===== src/trace_lock_pkg.sv =====
/*
 trace_lock_pkg: offsets, field positions, reset values and the unlock key
 of the trace source lock and identification register bank.
 assumes: word-aligned byte offsets within a 4 KiB register page.
*/
`default_nettype none

package trace_lock_pkg;

   // key that opens the configuration registers
   localparam logic [31:0] UNLOCK_KEY     = 32'hC5ACCE55;

   // byte offsets of the registers
   localparam logic [11:0] OFS_PORT_EN    = 12'hE00;
   localparam logic [11:0] OFS_TRIG_EN    = 12'hE20;
   localparam logic [11:0] OFS_PORT_SEL   = 12'hE60;
   localparam logic [11:0] OFS_MAST_SEL   = 12'hE64;
   localparam logic [11:0] OFS_TRACE_CTL  = 12'hE80;
   localparam logic [11:0] OFS_SYNC       = 12'hE90;
   localparam logic [11:0] OFS_LOCK_KEY   = 12'hFB0;
   localparam logic [11:0] OFS_LOCK_STATE = 12'hFB4;
   localparam logic [11:0] OFS_AUTH       = 12'hFB8;
   localparam logic [11:0] OFS_ARCH       = 12'hFBC;
   localparam logic [11:0] OFS_PORT_CFG   = 12'hFC8;
   localparam logic [11:0] OFS_DEV_CLASS  = 12'hFCC;
   localparam logic [11:0] OFS_CID0       = 12'hFF0;
   localparam logic [11:0] OFS_CID1       = 12'hFF4;
   localparam logic [11:0] OFS_CID2       = 12'hFF8;
   localparam logic [11:0] OFS_CID3       = 12'hFFC;

   // field positions
   localparam int LS_IMPL_BIT    = 0;
   localparam int LS_LOCKED_BIT  = 1;
   localparam int LS_WIDTH_BIT   = 2;
   localparam int TCR_EN_BIT     = 0;
   localparam int TCR_SID_LSB    = 16;
   localparam int SID_WIDTH      = 7;
   localparam int PORT_CNT_WIDTH = 17;

   // values after reset
   localparam logic        RST_LOCKED = 1'b1;
   localparam logic [31:0] RST_CFG    = 32'h00000000;
   localparam logic [31:0] RST_SYNC   = 32'h00000400;

endpackage : trace_lock_pkg

`default_nettype wire


===== src/trace_lock_regs.sv =====
/*
 trace_lock_regs: write lock, lock status, identification registers and
 the live configuration registers of a software-driven trace source.
 assumes: one Avalon-MM master on ref_clk_i; dbg_access_i is a same-clock
 sideband that marks a debugger access for the whole request;
 auth_state_i comes from pins and is synchronised here.
*/
// Implementation choice: the Avalon-MM slave port.
`default_nettype none

// Operation
// lock guards all configuration, not the key
// locked software writes are silently dropped
// debugger writes and all reads bypass lock
// magic key unlocks, any other value locks
// software unlocks, configures, then relocks
// status bit 1 shows locked state
// debugger sees locked bit as zero
// lock is set out of reset
// bit 0 shows lock implemented; debugger keys ignored
// bit 2 reads zero, upper bits reserved
// read-only authentication status for four types
// designer code and presence flag, else zero
// revision and architecture identifier fields
// port count field, zero means 32; code reports NUM_PORTS as is, so 32 reads 32 and the field never reads zero
// constant sub-type and major type codes
// four fixed component identity bytes
// live registers writable while tracing enabled
// software keeps stream identifier while enabled
// select and enable writes apply immediately
// software clears enables before changing bank
// sync period changes at period end
// one lock flop gates configuration writes
module trace_lock_regs #(
   parameter int unsigned NUM_PORTS     = 32,
   parameter logic [10:0] ARCH_DESIGNER = 11'h155, // arbitrary value
   parameter logic        ARCH_PRESENT  = 1'b1,
   parameter logic [3:0]  ARCH_REVISION = 4'h2,    // arbitrary value
   parameter logic [15:0] ARCH_ID       = 16'h5A5A, // arbitrary value
   parameter logic [3:0]  DEV_SUB       = 4'hA,    // arbitrary value
   parameter logic [3:0]  DEV_MAJOR     = 4'hC,    // arbitrary value
   parameter logic [7:0]  CID_BYTE0     = 8'h11,   // arbitrary value
   parameter logic [7:0]  CID_BYTE1     = 8'h22,   // arbitrary value
   parameter logic [7:0]  CID_BYTE2     = 8'h33,   // arbitrary value
   parameter logic [7:0]  CID_BYTE3     = 8'h44    // arbitrary value
) (
   input  wire logic        ref_clk_i,
   input  wire logic        sys_rst_i,
   input  wire logic [9:0]  avs_address_i,
   input  wire logic        avs_read_i,
   input  wire logic        avs_write_i,
   input  wire logic [31:0] avs_writedata_i,
   input  wire logic [3:0]  avs_byteenable_i,
   input  wire logic        dbg_access_i,
   input  wire logic [7:0]  auth_state_i,
   output logic      [31:0] avs_readdata_o,
   output logic             avs_waitrequest_o,
   output logic             locked_o,
   output logic             trace_enable_o,
   output logic      [6:0]  stream_id_o,
   output logic      [31:0] port_enable_o,
   output logic      [31:0] port_trigger_enable_o,
   output logic      [31:0] port_select_o,
   output logic      [31:0] master_select_o,
   output logic      [31:0] sync_period_o
);

   // reject port counts of zero or above 65536
   if (NUM_PORTS == 0 || NUM_PORTS > 65536) begin : g_bad_ports
      $error("NUM_PORTS must lie in 1..65536");
   end

   typedef struct packed {
      logic        wait_req;
      logic [31:0] rdata;
      logic        locked;
      logic [31:0] tcr;
      logic [31:0] port_en;
      logic [31:0] trig_en;
      logic [31:0] port_sel;
      logic [31:0] mast_sel;
      logic [31:0] sync_pend;
      logic [31:0] sync_act;
      logic [31:0] sync_cnt;
      logic [7:0]  auth_s1;
      logic [7:0]  auth_s2;
   } state_s;

   localparam state_s STATE_RST = '{
      wait_req:  1'b1,
      rdata:     32'h00000000,
      locked:    trace_lock_pkg::RST_LOCKED,
      tcr:       trace_lock_pkg::RST_CFG,
      port_en:   trace_lock_pkg::RST_CFG,
      trig_en:   trace_lock_pkg::RST_CFG,
      port_sel:  trace_lock_pkg::RST_CFG,
      mast_sel:  trace_lock_pkg::RST_CFG,
      sync_pend: trace_lock_pkg::RST_SYNC,
      sync_act:  trace_lock_pkg::RST_SYNC,
      sync_cnt:  trace_lock_pkg::RST_SYNC,
      auth_s1:   8'h00,
      auth_s2:   8'h00
   };

   // absent architecture register reads all zero
   localparam logic [31:0] ARCH_WORD = ARCH_PRESENT ?
      {ARCH_DESIGNER, 1'b1, ARCH_REVISION, ARCH_ID} : 32'h00000000;
   localparam logic [16:0] PORT_CNT  = 17'(NUM_PORTS);

   state_s      st_r;
   state_s      st_nxt;
   logic [11:0] byte_addr;
   logic        acc;

   assign byte_addr = {avs_address_i, 2'b00};
   // request is answered in the cycle waitrequest stands low
   assign acc = !st_r.wait_req && (avs_read_i || avs_write_i);

   // byte-lane merge for partial writes
   function automatic logic [31:0] merge(input logic [31:0] old_v,
                                         input logic [31:0] new_v,
                                         input logic [3:0]  be);
      logic [31:0] res;
      res = old_v;
      for (int i = 0; i < 4; i++) begin
         if (be[i]) begin
            res[8*i +: 8] = new_v[8*i +: 8];
         end
      end
      return res;
   endfunction : merge

   // read decode; unmapped offsets read zero
   function automatic logic [31:0] read_word(input logic [11:0] a,
                                             input logic        dbg,
                                             input state_s      s);
      logic [31:0] r;
      r = 32'h00000000;
      if (a == trace_lock_pkg::OFS_LOCK_STATE) begin
         r[trace_lock_pkg::LS_IMPL_BIT]   = !dbg;
         r[trace_lock_pkg::LS_LOCKED_BIT] = !dbg && s.locked;
         r[trace_lock_pkg::LS_WIDTH_BIT]  = 1'b0;
      end else if (a == trace_lock_pkg::OFS_AUTH) begin
         r[7:0] = s.auth_s2;
      end else if (a == trace_lock_pkg::OFS_ARCH) begin
         r = ARCH_WORD;
      end else if (a == trace_lock_pkg::OFS_PORT_CFG) begin
         r[16:0] = PORT_CNT;
      end else if (a == trace_lock_pkg::OFS_DEV_CLASS) begin
         r[7:0] = {DEV_SUB, DEV_MAJOR};
      end else if (a == trace_lock_pkg::OFS_CID0) begin
         r[7:0] = CID_BYTE0;
      end else if (a == trace_lock_pkg::OFS_CID1) begin
         r[7:0] = CID_BYTE1;
      end else if (a == trace_lock_pkg::OFS_CID2) begin
         r[7:0] = CID_BYTE2;
      end else if (a == trace_lock_pkg::OFS_CID3) begin
         r[7:0] = CID_BYTE3;
      end else if (a == trace_lock_pkg::OFS_PORT_EN) begin
         r = s.port_en;
      end else if (a == trace_lock_pkg::OFS_TRIG_EN) begin
         r = s.trig_en;
      end else if (a == trace_lock_pkg::OFS_PORT_SEL) begin
         r = s.port_sel;
      end else if (a == trace_lock_pkg::OFS_MAST_SEL) begin
         r = s.mast_sel;
      end else if (a == trace_lock_pkg::OFS_TRACE_CTL) begin
         r = s.tcr;
      end else if (a == trace_lock_pkg::OFS_SYNC) begin
         r = s.sync_pend;
      end
      return r;
   endfunction : read_word

   // next state: bus handshake, lock, configuration, sync staging
   always_comb begin
      st_nxt = st_r;
      // auth pins pass two flops before use
      st_nxt.auth_s1 = auth_state_i;
      st_nxt.auth_s2 = st_r.auth_s1;
      if (st_r.wait_req) begin
         if (avs_read_i || avs_write_i) begin
            st_nxt.wait_req = 1'b0;
            if (avs_read_i) begin
               st_nxt.rdata = read_word(byte_addr, dbg_access_i, st_r);
            end
         end
      end else begin
         st_nxt.wait_req = 1'b1;
         if (avs_write_i) begin
            if (byte_addr == trace_lock_pkg::OFS_LOCK_KEY) begin
               // key stays writable; debugger keys are ignored
               if (!dbg_access_i) begin
                  st_nxt.locked = !(avs_writedata_i == trace_lock_pkg::UNLOCK_KEY
                                    && avs_byteenable_i == 4'hF);
               end
            end else if (dbg_access_i || !st_r.locked) begin
               // live writes apply at once, even while tracing
               if (byte_addr == trace_lock_pkg::OFS_PORT_EN) begin
                  st_nxt.port_en = merge(st_r.port_en, avs_writedata_i,
                                         avs_byteenable_i);
               end else if (byte_addr == trace_lock_pkg::OFS_TRIG_EN) begin
                  st_nxt.trig_en = merge(st_r.trig_en, avs_writedata_i,
                                         avs_byteenable_i);
               end else if (byte_addr == trace_lock_pkg::OFS_PORT_SEL) begin
                  st_nxt.port_sel = merge(st_r.port_sel, avs_writedata_i,
                                          avs_byteenable_i);
               end else if (byte_addr == trace_lock_pkg::OFS_MAST_SEL) begin
                  st_nxt.mast_sel = merge(st_r.mast_sel, avs_writedata_i,
                                          avs_byteenable_i);
               end else if (byte_addr == trace_lock_pkg::OFS_TRACE_CTL) begin
                  // identifier not guarded; software leaves it while enabled
                  st_nxt.tcr = merge(st_r.tcr, avs_writedata_i,
                                     avs_byteenable_i);
               end else if (byte_addr == trace_lock_pkg::OFS_SYNC) begin
                  st_nxt.sync_pend = merge(st_r.sync_pend, avs_writedata_i,
                                           avs_byteenable_i);
               end
            end
         end
      end
      // new period only at the end of the running one while enabled
      if (!st_r.tcr[trace_lock_pkg::TCR_EN_BIT]) begin
         st_nxt.sync_act = st_r.sync_pend;
         st_nxt.sync_cnt = st_r.sync_pend;
      end else if (st_r.sync_cnt == 32'h00000000) begin
         st_nxt.sync_act = st_r.sync_pend;
         st_nxt.sync_cnt = st_r.sync_pend;
      end else begin
         st_nxt.sync_cnt = st_r.sync_cnt - 32'h00000001;
      end
   end

   // single state register
   always_ff @(posedge ref_clk_i) begin
      if (sys_rst_i) begin
         st_r <= STATE_RST;
      end else begin
         st_r <= st_nxt;
      end
   end

   // outputs straight from the state flops
   assign avs_readdata_o        = st_r.rdata;
   assign avs_waitrequest_o     = st_r.wait_req;
   assign locked_o              = st_r.locked;
   assign trace_enable_o        = st_r.tcr[trace_lock_pkg::TCR_EN_BIT];
   assign stream_id_o           = st_r.tcr[trace_lock_pkg::TCR_SID_LSB +: 7];
   assign port_enable_o         = st_r.port_en;
   assign port_trigger_enable_o = st_r.trig_en;
   assign port_select_o         = st_r.port_sel;
   assign master_select_o       = st_r.mast_sel;
   assign sync_period_o         = st_r.sync_act;

   logic sw_key_wr;
   logic dbg_key_wr;
   logic en_wr;
   assign sw_key_wr  = acc && avs_write_i && !dbg_access_i
                       && byte_addr == trace_lock_pkg::OFS_LOCK_KEY;
   assign dbg_key_wr = acc && avs_write_i && dbg_access_i
                       && byte_addr == trace_lock_pkg::OFS_LOCK_KEY;
   assign en_wr      = acc && avs_write_i && avs_byteenable_i == 4'hF
                       && byte_addr == trace_lock_pkg::OFS_PORT_EN;
endmodule : trace_lock_regs

`default_nettype wire


===== config.mk =====
export PLATFORM = sky130hd
export DESIGN_NAME = trace_lock_regs
export DESIGN_NICKNAME = d
export VERILOG_FILES = /design/src/trace_lock_pkg.sv /design/src/trace_lock_regs.sv
export SDC_FILE = /design/constraint.sdc
export NUM_CORES = 1
export LEC_CHECK = 0
export ABC_AREA = 0
export ABC_CLOCK_PERIOD_IN_PS = 7000
export BUFFER_PORTS_ARGS = -buffer_cell sky130_fd_sc_hd__buf_2
export CORE_MARGIN = 5
export CORE_UTILIZATION = 50
export CTS_CLUSTER_DIAMETER = 30
export CTS_CLUSTER_SIZE = 12
export DETAILED_ROUTE_END_ITERATION = 10
export GPL_ROUTABILITY_DRIVEN = 0
export PLACE_DENSITY = 0.72
export REMOVE_ABC_BUFFERS = 1
export SYNTH_ARGS = -nofsm -noshare
export SYNTH_HDL_FRONTEND = slang
export SYNTH_SLANG_ARGS = --single-unit

===== constraint.sdc =====
create_clock -name ref_clk_i -period 7 [get_ports ref_clk_i]
set_clock_uncertainty 0.05 [all_clocks]
set_input_delay 0.7 -clock ref_clk_i [delete_from_list [all_inputs] [get_ports ref_clk_i]]
set_output_delay 0.7 -clock ref_clk_i [all_outputs]
set_load 0.01 [all_outputs]

==> summary.md, run 1 <==
| Metric | Value |
|---|---|
| Final WL | `52550 um` |
| Synth unique cells | `71` |
| Hold Vio Cnt, Final | `0` |
| Share of layout cells above drive strength 1 | `21.12%` |
| Max-slew headroom | `18.62%` |
| # Post-CTS Setup Buffers | `0` |
| Max Buffers Root-to-Sink | `3` |
| Post-DRT Antenna Nets | `0` |
| Hold path startpoint | `auth_state_i[4]` |
| Site Rows | `63` |
| DR pass1 iterations | `7` |
| Die Y-Extent | `184.2 um` |
| Fin. max-slew vios | `0` |
| Max-capacitance violation count | `0` |
| CP cell instances | `buf_2 > nand4bb_1 > nor3_1 > nand4_1 > mux2i_1 > nor2_1` |
| GRT Total Usage | `29.48%` |
| DP Area | `15170 sq um` |
| Initial antenna violation count | `4` |
| Full die area | `33930 sq um` |
| Final period util | `51.57%` |
| Worst Path Arrival | `3.96 ns` |
| FMAX | `0.2770 GHz` |
| Remaining DRCs | `0` |
| Commonest cells after routing, fill and taps aside | `nand2_1, dfxtp_1, buf_2, a21oi_1, nor2_1` |
| Vias in the first global route | `13910` |
| Worst reg2reg path endpoint | `st_r[26]$_SDFF_PP1_` |
| Stages on worst setup path | `6` |
| Sequential area share after synthesis | `40.38%` |
| CTS Sinks | `306` |
| Cell family with most CP delay | `simple AND/OR/NAND/NOR gates` |
| CTS buffer count | `72` |
| CP max FO | `36` |
| Power Density | `301.9 nW/um^2` |
| Hold path endpoint | `st_nxt[4]$_SDFF_PP0_` |
| Mean cell area of the mapped netlist | `8.048 sq um` |
| Non-Filler Instances | `2362` |
| Reg2reg path depth | `7` |
| Hold Path Class | `in -> reg` |
| H-tree Lvls | `3` |
| Ys flop type | `dfxtp_1` |
| Core footprint | `29800 sq um` |
| Ys Warns | `0` |
| Post-cts resize count | `0` |
| Per-cell routed wire length | `22.25 um` |
| Global route overflow | `0` |
| Synth Instances | `1885` |
| Layout Area Growth over Synthesis | `16.35%` |
| Critical path endpoint category | `register` |
| Final HPWL DP | `35650 um` |
| Post-synth EDFFs | `0` |
| NumNets Final | `1976` |
| RSZ-0062 raised after global routing | `no` |
| Seq cells post-synth | `306` |
| Chip width | `184.2 um` |
| Worst skew pair latency | `0.56 ns` |
| Status | `complete, no violations` |
| Final setup viols | `0` |
| Crit path kind | `in -> reg` |
| DR vias | `14430` |
| Worst-Margin Slew | `1.211 ns` |
| Critical-path top delay cell | `nor3_1` |
| Filler instances | `2618` |
| Slowest cell delay on critical path | `1.07 ns` |
| Hold buffer count at cts | `0` |
| VDD IR max | `0.1887 mV` |
| Leading cell type in the layout, fill and taps excluded | `nand2_1` |
| CTS tree | `built` |
| CTS root buffer | `clkbuf_16` |
| Initial core utilization | `50.92%` |
| Via/cell ratio | `6.108` |
| Crit start category | `input port` |
| Critical Path RT | `7.35 ns` |
| Worst Path Buf+Inv | `1` |
| WHS | `0.2957 ns` |
| Total negative setup slack | `0 ns` |
| Port bufs | `260` |
| Hold depth | `2` |
| Final Cell Area | `17650 sq um` |
| Mapped Area | `15170 sq um` |
| Clock transition at path regs | `0.04 ns` |
| Ports | `261` |
| Worst r2r src | `st_r[16]$_SDFF_PP0_` |
| Initial DRC count | `2022` |
| Placed Instances | `2231` |
| Async set-or-reset flop fraction in the synthesized netlist | `0%` |
| Period minus WS final | `3.610 ns` |
| R2r setup slk | `3.56 ns` |
| Largest net degree at the start of global routing | `142` |
| P_leak | `0.007494 uW` |
| First-pass GRT wire length | `79300 um` |
## sequential cells by signal (all words and copies together), names as in the netlist
name / flops
avs_waitrequest_o: 1
avs_readdata_o: 32
master_select_o: 32
st_nxt: 8
port_trigger_enable_o: 32
port_select_o: 32
locked_o: 1
sync_period_o: 32
st_r: 96
stream_id_o: 7
trace_enable_o: 1
port_enable_o: 32
## logic make-up after synthesis
group           Yosys count  share of synthesized area, %
simple gates            668                         20.38
compound gates          453                         18.04
buf+inv                 338                         13.44
flops                   306                         40.38
mux                      96                         6.334
xor+xnor                 22                         1.270
fa+ha+maj                 2                        0.1649
## worst max path at each step
stage,startpoint,to,slack [ns]
floorplan,avs_address_i[9],avs_readdata_o[26]$_SDFFE_PP0P_,3.63
global placement,avs_address_i[0],stream_id_o[2]$_SDFFE_PP0P_,3.16
detailed placement,avs_address_i[0],st_r[263]$_SDFFE_PP0P_,3.05
CTS,avs_address_i[0],stream_id_o[5]$_SDFFE_PP0P_,3.54
global route,avs_address_i[0],stream_id_o[1]$_SDFFE_PP0P_,3.19
finish,avs_address_i[0],stream_id_o[5]$_SDFFE_PP0P_,3.39
## per-layer routing
layer / track usage [%] / vias to the layer above / share of wire, %
li1: - / 6500 / -
met4: 14.08 / 8 / 4.5
met3: 7.105 / 210 / 11
met5: 0 / - / 0.080
met1: 38.52 / 6760 / 39
met2: 45.97 / 948 / 45
## synth_stat cells (17+ instances only)
cell	number	area, sq um
and3_1	18	112.6
o21ai_0	99	495.5
nand4_1	30	187.7
nand3_1	54	270.3
buf_4	199	1494
dfxtp_1	306	6126
o211ai_1	19	142.6
xnor2_1	17	148.9
nor2b_1	19	118.9
nand2_1	306	1149
mux2i_1	96	960.9
a21oi_1	207	1036
nor3_1	31	155.2
clkbuf_1	105	394.1
nor2_1	136	510.5
a211oi_1	20	150.1
## stage by stage
| step | worst slack [ns] | util, % | power [uW] |
|---|---|---|---|
| finish | 3.390 | 59.24 | 5330 |
| global route | 3.193 | 59.23 | 5456 |
| CTS | 3.545 | 59.23 | 5336 |
| detailed placement | 3.050 | 50.92 | 1958 |
| global placement | 3.157 | 50.92 | 1956 |
| floorplan | 3.635 | - | 1838 |
## final cells by class
cell class	count	area [sq um]	share of cell area, %
antenna	2	5.005	0.02835
clock buffer	97	2007	11.37
clock inverter	32	467.9	2.651
inverter	13	48.80	0.2764
multi-input combinational	1241	7041	39.89
sequential	306	6127	34.71
tap	390	488.0	2.764
timing repair buffer	281	1468	8.314
## power by group
group	internal (uW)	switching [uW]
Sequential	1750	2.34
Combinational	41.5	137
Clock	2340	1050
Total	4140	1190
(Power assumes the default switching activity.)
==> run 2: changes to the inputs <==
- ABC_CLOCK_PERIOD_IN_PS: 7000 -> 3600
- clock period: 7 -> 3.6 ns (I/O delays scaled with it)
==> run 2 against run 1 <==
  * Global-route usage is 0.19 points lower
  * Critical path type is now reg -> reg
  * Register-to-register slack worse by 3.2 ns
  * Highest routed layer unchanged
  * Largest power group unchanged
  * Largest cell class unchanged
  * Sequential power is 94% higher
  * Combinational power is 98% higher
==> summary.md, run 2 (synthesis gave the netlist of run 1 again) <==
| Metric | Value |
|---|---|
| Full die area | `33930 sq um (unchanged)` |
| Met1 Routed Length | `20570 um (-0.65%)` |
| CTS Sinks | `306 (unchanged)` |
| Reg2reg path depth | `8 (+1)` |
| Critical-path top delay cell | `or4_2` |
| Final WL | `52020 um (-1.0%)` |
| VDD IR max | `0.3351 mV (+78%)` |
| Max layer used | `met5` |
| Max Buffers Root-to-Sink | `3 (unchanged)` |
| CP max FO | `40 (+11%)` |
| Per-cell routed wire length | `21.74 um (-2.3%)` |
| Hold Path Class | `in -> reg` |
| Global route overflow | `0 (unchanged)` |
| Post-DRT Antenna Nets | `0 (unchanged)` |
| Hold buffer count at cts | `9 (+9)` |
| Hold path startpoint | `auth_state_i[2]` |
| Initial antenna violation count | `3 (-1)` |
| DR vias | `14420 (-0.062%)` |
| Ports | `261 (unchanged)` |
| H-tree Lvls | `3 (unchanged)` |
| Power Density | `607.8 nW/um^2 (+100%)` |
| Wire length on met2 | `23650 um (+0.24%)` |
| Post-cts resize count | `0 (unchanged)` |
| Critical Path RT | `3.94 ns (-3.41 ns)` |
| Total negative setup slack | `0 ns (unchanged)` |
| Non-Filler Instances | `2393 (+1.3%)` |
| Max-capacitance violation count | `0 (unchanged)` |
| Period minus WS final | `3.201 ns` |
| Worst reg2reg path endpoint | `st_r[42]$_SDFF_PP0_` |
| Share of layout cells above drive strength 1 | `21.89% (+0.77 points)` |
| # Post-CTS Setup Buffers | `0 (unchanged)` |
| Die Y-Extent | `184.2 um (unchanged)` |
| FMAX | `0.3124 GHz` |
| Fin. max-slew vios | `0 (unchanged)` |
| Status | `complete, no violations` |
| Remaining DRCs | `0 (unchanged)` |
| Worst r2r src | `st_r[17]$_SDFF_PP0_` |
| Worst Path Buf+Inv | `2 (+1)` |
| First-pass GRT wire length | `78800 um (-0.63%)` |
| Final period util | `88.91%` |
| Worst-Margin Slew | `1.208 ns (-0.002949 ns)` |
| Site Rows | `63 (unchanged)` |
| Largest register FFs | `96 (unchanged)` |
| CTS tree | `built` |
| Initial DRC count | `1722 (-15%)` |
| Met3 wire len | `5508 um (-5.5%)` |
| Worst Path Arrival | `3.54 ns (-0.42 ns)` |
| Hold path endpoint | `st_nxt[2]$_SDFF_PP0_` |
| Clock transition at path regs | `0.04 ns (about the same)` |
| DR pass1 iterations | `6 (-1)` |
| Hold depth | `2 (unchanged)` |
| Max-slew headroom | `19.19% (+0.57 points)` |
| GRT Total Usage | `29.29% (-0.19 points)` |
| Port bufs | `260 (unchanged)` |
| CTS buffer count | `75 (+4.2%)` |
| R2r setup slk | `0.40 ns (-3.16 ns)` |
| Final setup viols | `0 (unchanged)` |
| Crit path kind | `reg -> reg` |
| Worst skew pair latency | `0.57 ns (about the same)` |
| Top reg by flops | `st_r` |
| Vias in the first global route | `13870 (-0.33%)` |
| CP cell instances | `inv_1 > ha_1 > or4b_1 > or4b_4 > or4_2 > buf_4 > a21oi_1 > a211oi_1` |
| Crit start category | `register` |
| Initial core utilization | `50.92% (unchanged)` |
| Leading cell type in the layout, fill and taps excluded | `nand2_1` |
| Hold Vio Cnt, Final | `0 (unchanged)` |
| Layout Area Growth over Synthesis | `19.13%` |
| Placed Instances | `2246 (+0.67%)` |
| Largest net degree at the start of global routing | `100 (-30%)` |
| Critical path endpoint category | `register` |
| NumNets Final | `2003 (+1.4%)` |
| Commonest cells after routing, fill and taps aside | `nand2_1, dfxtp_1, buf_2, a21oi_1, nor2_1` |
| Cell family with most CP delay | `simple AND/OR/NAND/NOR gates` |
| Final HPWL DP | `36010 um (+1.0%)` |
| Core footprint | `29800 sq um (unchanged)` |
| P_leak | `0.007720 uW (+3.0%)` |
| Via/cell ratio | `6.025 (-1.4%)` |
| Chip width | `184.2 um (unchanged)` |
| Slowest cell delay on critical path | `0.75 ns (-0.32 ns)` |
| CTS root buffer | `clkbuf_16` |
| RSZ-0062 raised after global routing | `no` |
-- run 2: cell types whose count changed in the layout (fill, tap and decap cells not counted), moves of 2 or more --
cell	change
dlygate4sd3_1	+9
clkbuf_16	+3
clkinvlp_4	-2
buf_4	+15
clkinv_4	-3
clkinv_2	+4
bufinv_16	+7
-- run 2: per-layer routing --
layer	vias to the layer above	track usage, %
li1	6562	-
met1	6762	38.03
met2	919	46.03
met3	168	7.302
met4	6	13.55
met5	-	0
-- run 2: worst max-delay path by stage --
stage	startpoint	slack (ns)	end	cells after the start
2_1_floorplan	st_r[16]$_SDFF_PP0_	0.25	st_r[23]$_SDFF_PP0_	7
3_3_place_gp	st_r[16]$_SDFF_PP0_	0.50	st_r[22]$_SDFF_PP0_	8
3_5_place_dp	st_r[16]$_SDFF_PP0_	0.44	st_r[34]$_SDFF_PP0_	8
4_1_cts	st_r[17]$_SDFF_PP0_	0.43	st_r[40]$_SDFF_PP0_	8
5_1_grt	st_r[17]$_SDFF_PP0_	0.26	st_r[34]$_SDFF_PP0_	8
6_report	st_r[17]$_SDFF_PP0_	0.40	st_r[42]$_SDFF_PP0_	8
-- run 2: stage by stage --
step	hold WS (ns)	total power [uW]	util, %	area [sq um]	setup slack [ns]
3_5_place_dp	0.3726	3804	51.27	15280	0.4449
4_1_cts	0.009841	11000	60.64	18070	0.4265
3_3_place_gp	0.3672	3800	51.27	15280	0.5025
6_report	0.009928	10990	60.66	18070	0.3991
2_1_floorplan	0.3638	3574	-	13180	0.2518
5_1_grt	0.01512	11230	60.64	18070	0.2613
-- run 2: layout make-up --
type / instances / area (sq um)
Clock inverter: 36 / 620.6
Antenna cell: 2 / 5.005
Inverter: 13 / 48.80
Timing Repair Buffer: 305 / 1670
Clock buffer: 100 / 2082
Fill cell: 2588 / 11720
Tap cell: 390 / 488.0
Sequential cell: 306 / 6127
Multi-Input combinational cell: 1241 / 7032
-- run 2: power by group --
group,internal (uW),switching (uW),leakage (uW)
registers,3410,4.61,0.00247
logic,90.1,262,0.00394
clock network,5170,2050,0.00131
total,8670,2310,0.00772
==> run 3: changes to the inputs <==
- ABC_AREA: 0 -> 1
==> run 3 against run 2 <==
  * Utilization fell by 1.9 points
  * Cell count is 6.7% higher
  * Critical path depth grew 3
  * Global-route usage decreased by 2.2 points
  * Cell area decreased by 3.3%
  * Clock power down 14%
  * Synthesized cell count grew 8.6%
  * Register-to-register slack better by 0.91 ns
  * Maximum frequency is 40% higher
  * Via count decreased by 3.5%
  * Sequential share of layout area up 1.2 points
  * Critical endpoint is now st_r[36]$_SDFF_PP0_
  * Largest cell class is now registers
==> summary.md, run 3 <==
| Metric | Value |
|---|---|
| Top reg by flops | `st_r` |
| Final HPWL DP | `33320 um (-7.5%)` |
| Cell family with most CP delay | `simple AND/OR/NAND/NOR gates` |
| Critical Path RT | `3.93 ns (about the same)` |
| FMAX | `0.4363 GHz (+40%)` |
| Global route overflow | `0 (unchanged)` |
| Total negative setup slack | `0 ns (unchanged)` |
| Largest net degree at the start of global routing | `86 (-14%)` |
| Synth Instances | `2047 (+8.6%)` |
| VDD IR max | `0.4385 mV (+31%)` |
| Leading cell type in the layout, fill and taps excluded | `a21oi_1` |
| Port bufs | `260 (unchanged)` |
| CP cell instances | `inv_1 > ha_1 > nand2_1 > nor2_2 > nand4_1 > nor2_1 > inv_1 > o21ai_0 > nand2_1 > nand2_1 > a21oi_1` |
| CTS tree | `built` |
| NumNets Final | `2169 (+8.3%)` |
| Synth Area in Simple Gates | `18.50% (-1.9 points)` |
| Final period util | `63.67% (-25 points)` |
| # Post-CTS Setup Buffers | `0 (unchanged)` |
| CP max FO | `7 (-83%)` |
| Layout Area Growth over Synthesis | `15.80%` |
| Async set-or-reset flop fraction in the synthesized netlist | `0% (unchanged)` |
| Initial core utilization | `50.78% (-0.14 points)` |
| Clock transition at path regs | `0.04 ns (about the same)` |
| DR vias | `13910 (-3.5%)` |
| Ys Warns | `0 (unchanged)` |
| Share of layout cells above drive strength 1 | `21.37% (-0.52 points)` |
| Max-capacitance violation count | `0 (unchanged)` |
| Post-synth EDFFs | `0 (unchanged)` |
| Most used cell along the critical path | `nand2_1` |
| Max-slew headroom | `33.58% (+14 points)` |
| Top cells by count, synth | `a21oi_1, dfxtp_1, nand2_1` |
| Top-count cell post-synth | `a21oi_1` |
| Critical path endpoint category | `register` |
| GRT Total Usage | `27.09% (-2.2 points)` |
| DR pass1 iterations | `8 (+2)` |
| H-tree Lvls | `3 (unchanged)` |
| Worst Path Arrival | `2.62 ns (-0.92 ns)` |
| Slowest cell delay on critical path | `0.31 ns (-0.44 ns)` |
| Mean cell area of the mapped netlist | `7.372 sq um (-8.4%)` |
| Post-place setup slack | `1.069 ns (+0.6236 ns)` |
| Worst setup margin | `1.308 ns (+0.9090 ns)` |
| Commonest cells after routing, fill and taps aside | `a21oi_1, dfxtp_1, nand2_1, buf_2, inv_1` |
| Crit path kind | `reg -> reg` |
| Ys flop type | `dfxtp_1` |
| Ports | `261 (unchanged)` |
| Filler instances | `2697 (+4.2%)` |
| Hold Vio Cnt, Final | `0 (unchanged)` |
| Fin. max-slew vios | `0 (unchanged)` |
| Synth unique cells | `45 (-37%)` |
| Post-DRT Antenna Nets | `0 (unchanged)` |
| Initial DRC count | `1326 (-23%)` |
| Worst skew pair latency | `0.55 ns (-0.02 ns)` |
| Largest family of logic cells by synthesized area | `compound AO/OA/AOI/OAI gates` |
| Area leader, netlist | `dfxtp_1` |
| Post-synthesis xor/xnor area fraction | `1.567% (+0.30 points)` |
| Core footprint | `29720 sq um (-0.26%)` |
| P_leak | `0.007635 uW (-1.1%)` |
| Period minus WS final | `2.292 ns (-0.9090 ns)` |
| Full die area | `33750 sq um (-0.51%)` |
| Largest register FFs | `96 (unchanged)` |
| Worst Path Buf+Inv | `2 (unchanged)` |
| Multiplexer share of the synthesized area | `0% (-6.3 points)` |
| First-pass GRT wire length | `72530 um (-8.0%)` |
| Critical-path top delay cell | `nor2_1` |
| Post-cts resize count | `0 (unchanged)` |
| Max Buffers Root-to-Sink | `3 (unchanged)` |
| Remaining DRCs | `0 (unchanged)` |
| Top cell type's share of synthesized area | `40.60% (+0.22 points)` |
| R2r setup slk | `1.31 ns (+0.91 ns)` |
| Chip width | `183.7 um (-0.26%)` |
| Synth Area in Compound Gates | `20.02% (+2.0 points)` |
| Via/cell ratio | `5.447 (-9.6%)` |
| Vias in the first global route | `13120 (-5.4%)` |
| Hold buffer count at cts | `9 (unchanged)` |
| Initial antenna violation count | `4 (+1)` |
| Status | `complete, no violations` |
| CTS root buffer | `clkbuf_16` |
| Multi-input gate area | `6075 sq um (-14%)` |
| CTS Sinks | `306 (unchanged)` |
| Register cell area after layout | `6126 sq um (about the same)` |
| Power Density | `568.1 nW/um^2 (-6.5%)` |
| Mapped Area | `15090 sq um (-0.54%)` |
| Die Y-Extent | `183.7 um (-0.26%)` |
| Final setup viols | `0 (unchanged)` |
| Site Rows | `63 (unchanged)` |
| Sequential area share after synthesis | `40.60% (+0.22 points)` |
| Dominant cells by area after synthesis | `dfxtp_1, a21oi_1, buf_4` |
| Hold Path Class | `in -> reg` |
| Crit start category | `register` |
| CTS buffer count | `68 (-9.3%)` |
| Post-synthesis adder-cell area fraction | `0.1658% (+0.00089 points)` |
| Worst-Margin Slew | `0.9948 ns (-0.2129 ns)` |
| Final WL | `47690 um (-8.3%)` |
| Per-cell routed wire length | `18.67 um (-14%)` |
| Seq cells post-synth | `306 (unchanged)` |
| RSZ-0062 raised after global routing | `no` |
## run 3: cell type report
class / instances / area share, %
clock inverters: 29 / 1.754
multi-input cells: 1207 / 34.77
diodes: 2 / 0.02864
clock buffers: 95 / 11.71
well taps: 390 / 2.793
flip-flops and latches: 306 / 35.06
inverters: 245 / 5.292
repair buffers: 280 / 8.593
## run 3: logic make-up (layout without fill, tap and decap cells)
group                    count (synthesis)  count (layout)
AND/OR/NAND/NOR                        597             597
AO/OA/AOI/OAI                          581             581
buffers and inverters                  534             649
flip-flops                             306             306
XOR/XNOR                                27              27
adder cells (fa/ha/maj)                  2               2
other                                    0               2
## run 3: worst paths after layout
| kind | from | to | depth (start not counted) |
|---|---|---|---|
| setup / recovery | st_r[16]$_SDFF_PP0_ | st_r[36]$_SDFF_PP0_ | 11 |
| hold / removal | avs_writedata_i[7] | master_select_o[7]$_SDFFE_PP0P_ | 3 |
| setup reg to reg | st_r[16]$_SDFF_PP0_ | st_r[36]$_SDFF_PP0_ | 11 |
| hold reg to reg | st_nxt[0]$_SDFF_PP0_ | st_r[0]$_SDFF_PP0_ | 2 |
## run 3: per-stage QoR
step / hold WS [ns] / area [sq um] / std cells / util, % / total power [uW]
floorplan: 0.3383 / 13120 / 1758 / - / 3601
global placement: 0.3407 / 15020 / 2419 / 50.56 / 3740
detailed placement: 0.3438 / 15020 / 2419 / 50.56 / 3744
CTS: 0.07200 / 17470 / 2552 / 58.78 / 9971
global route: 0.09506 / 17470 / 2553 / 58.79 / 10180
finish: 0.09539 / 17470 / 2554 / 58.80 / 9927
## run 3: per-layer routing
layer	track usage, %	vias up	wire length, um	part of all wire (%)
li1	-	6621	-	-
met1	34.75	6452	19430	41
met2	43.43	709	21690	45
met3	7.024	126	4630	9.7
met4	11.45	4	1910	4.0
met5	0	-	28	0.059
## run 3: worst register-to-register path, cell delays in order, from the launching register on
cell	delay, ns
dfxtp_1	0.30
inv_1	0.17
ha_1	0.28
nand2_1	0.15
nor2_2	0.26
nand4_1	0.20
nor2_1	0.31
inv_1	0.07
o21ai_0	0.15
nand2_1	0.07
nand2_1	0.06
a21oi_1	0.08
## run 3: power breakdown
| part | switching [uW] | total, uW | internal [uW] |
|---|---|---|---|
| clock | 1980 | 6230 | 4250 |
| combinational | 210 | 282 | 72.7 |
| sequential | 6.00 | 3410 | 3410 |
| total | 2190 | 9930 | 7730 |
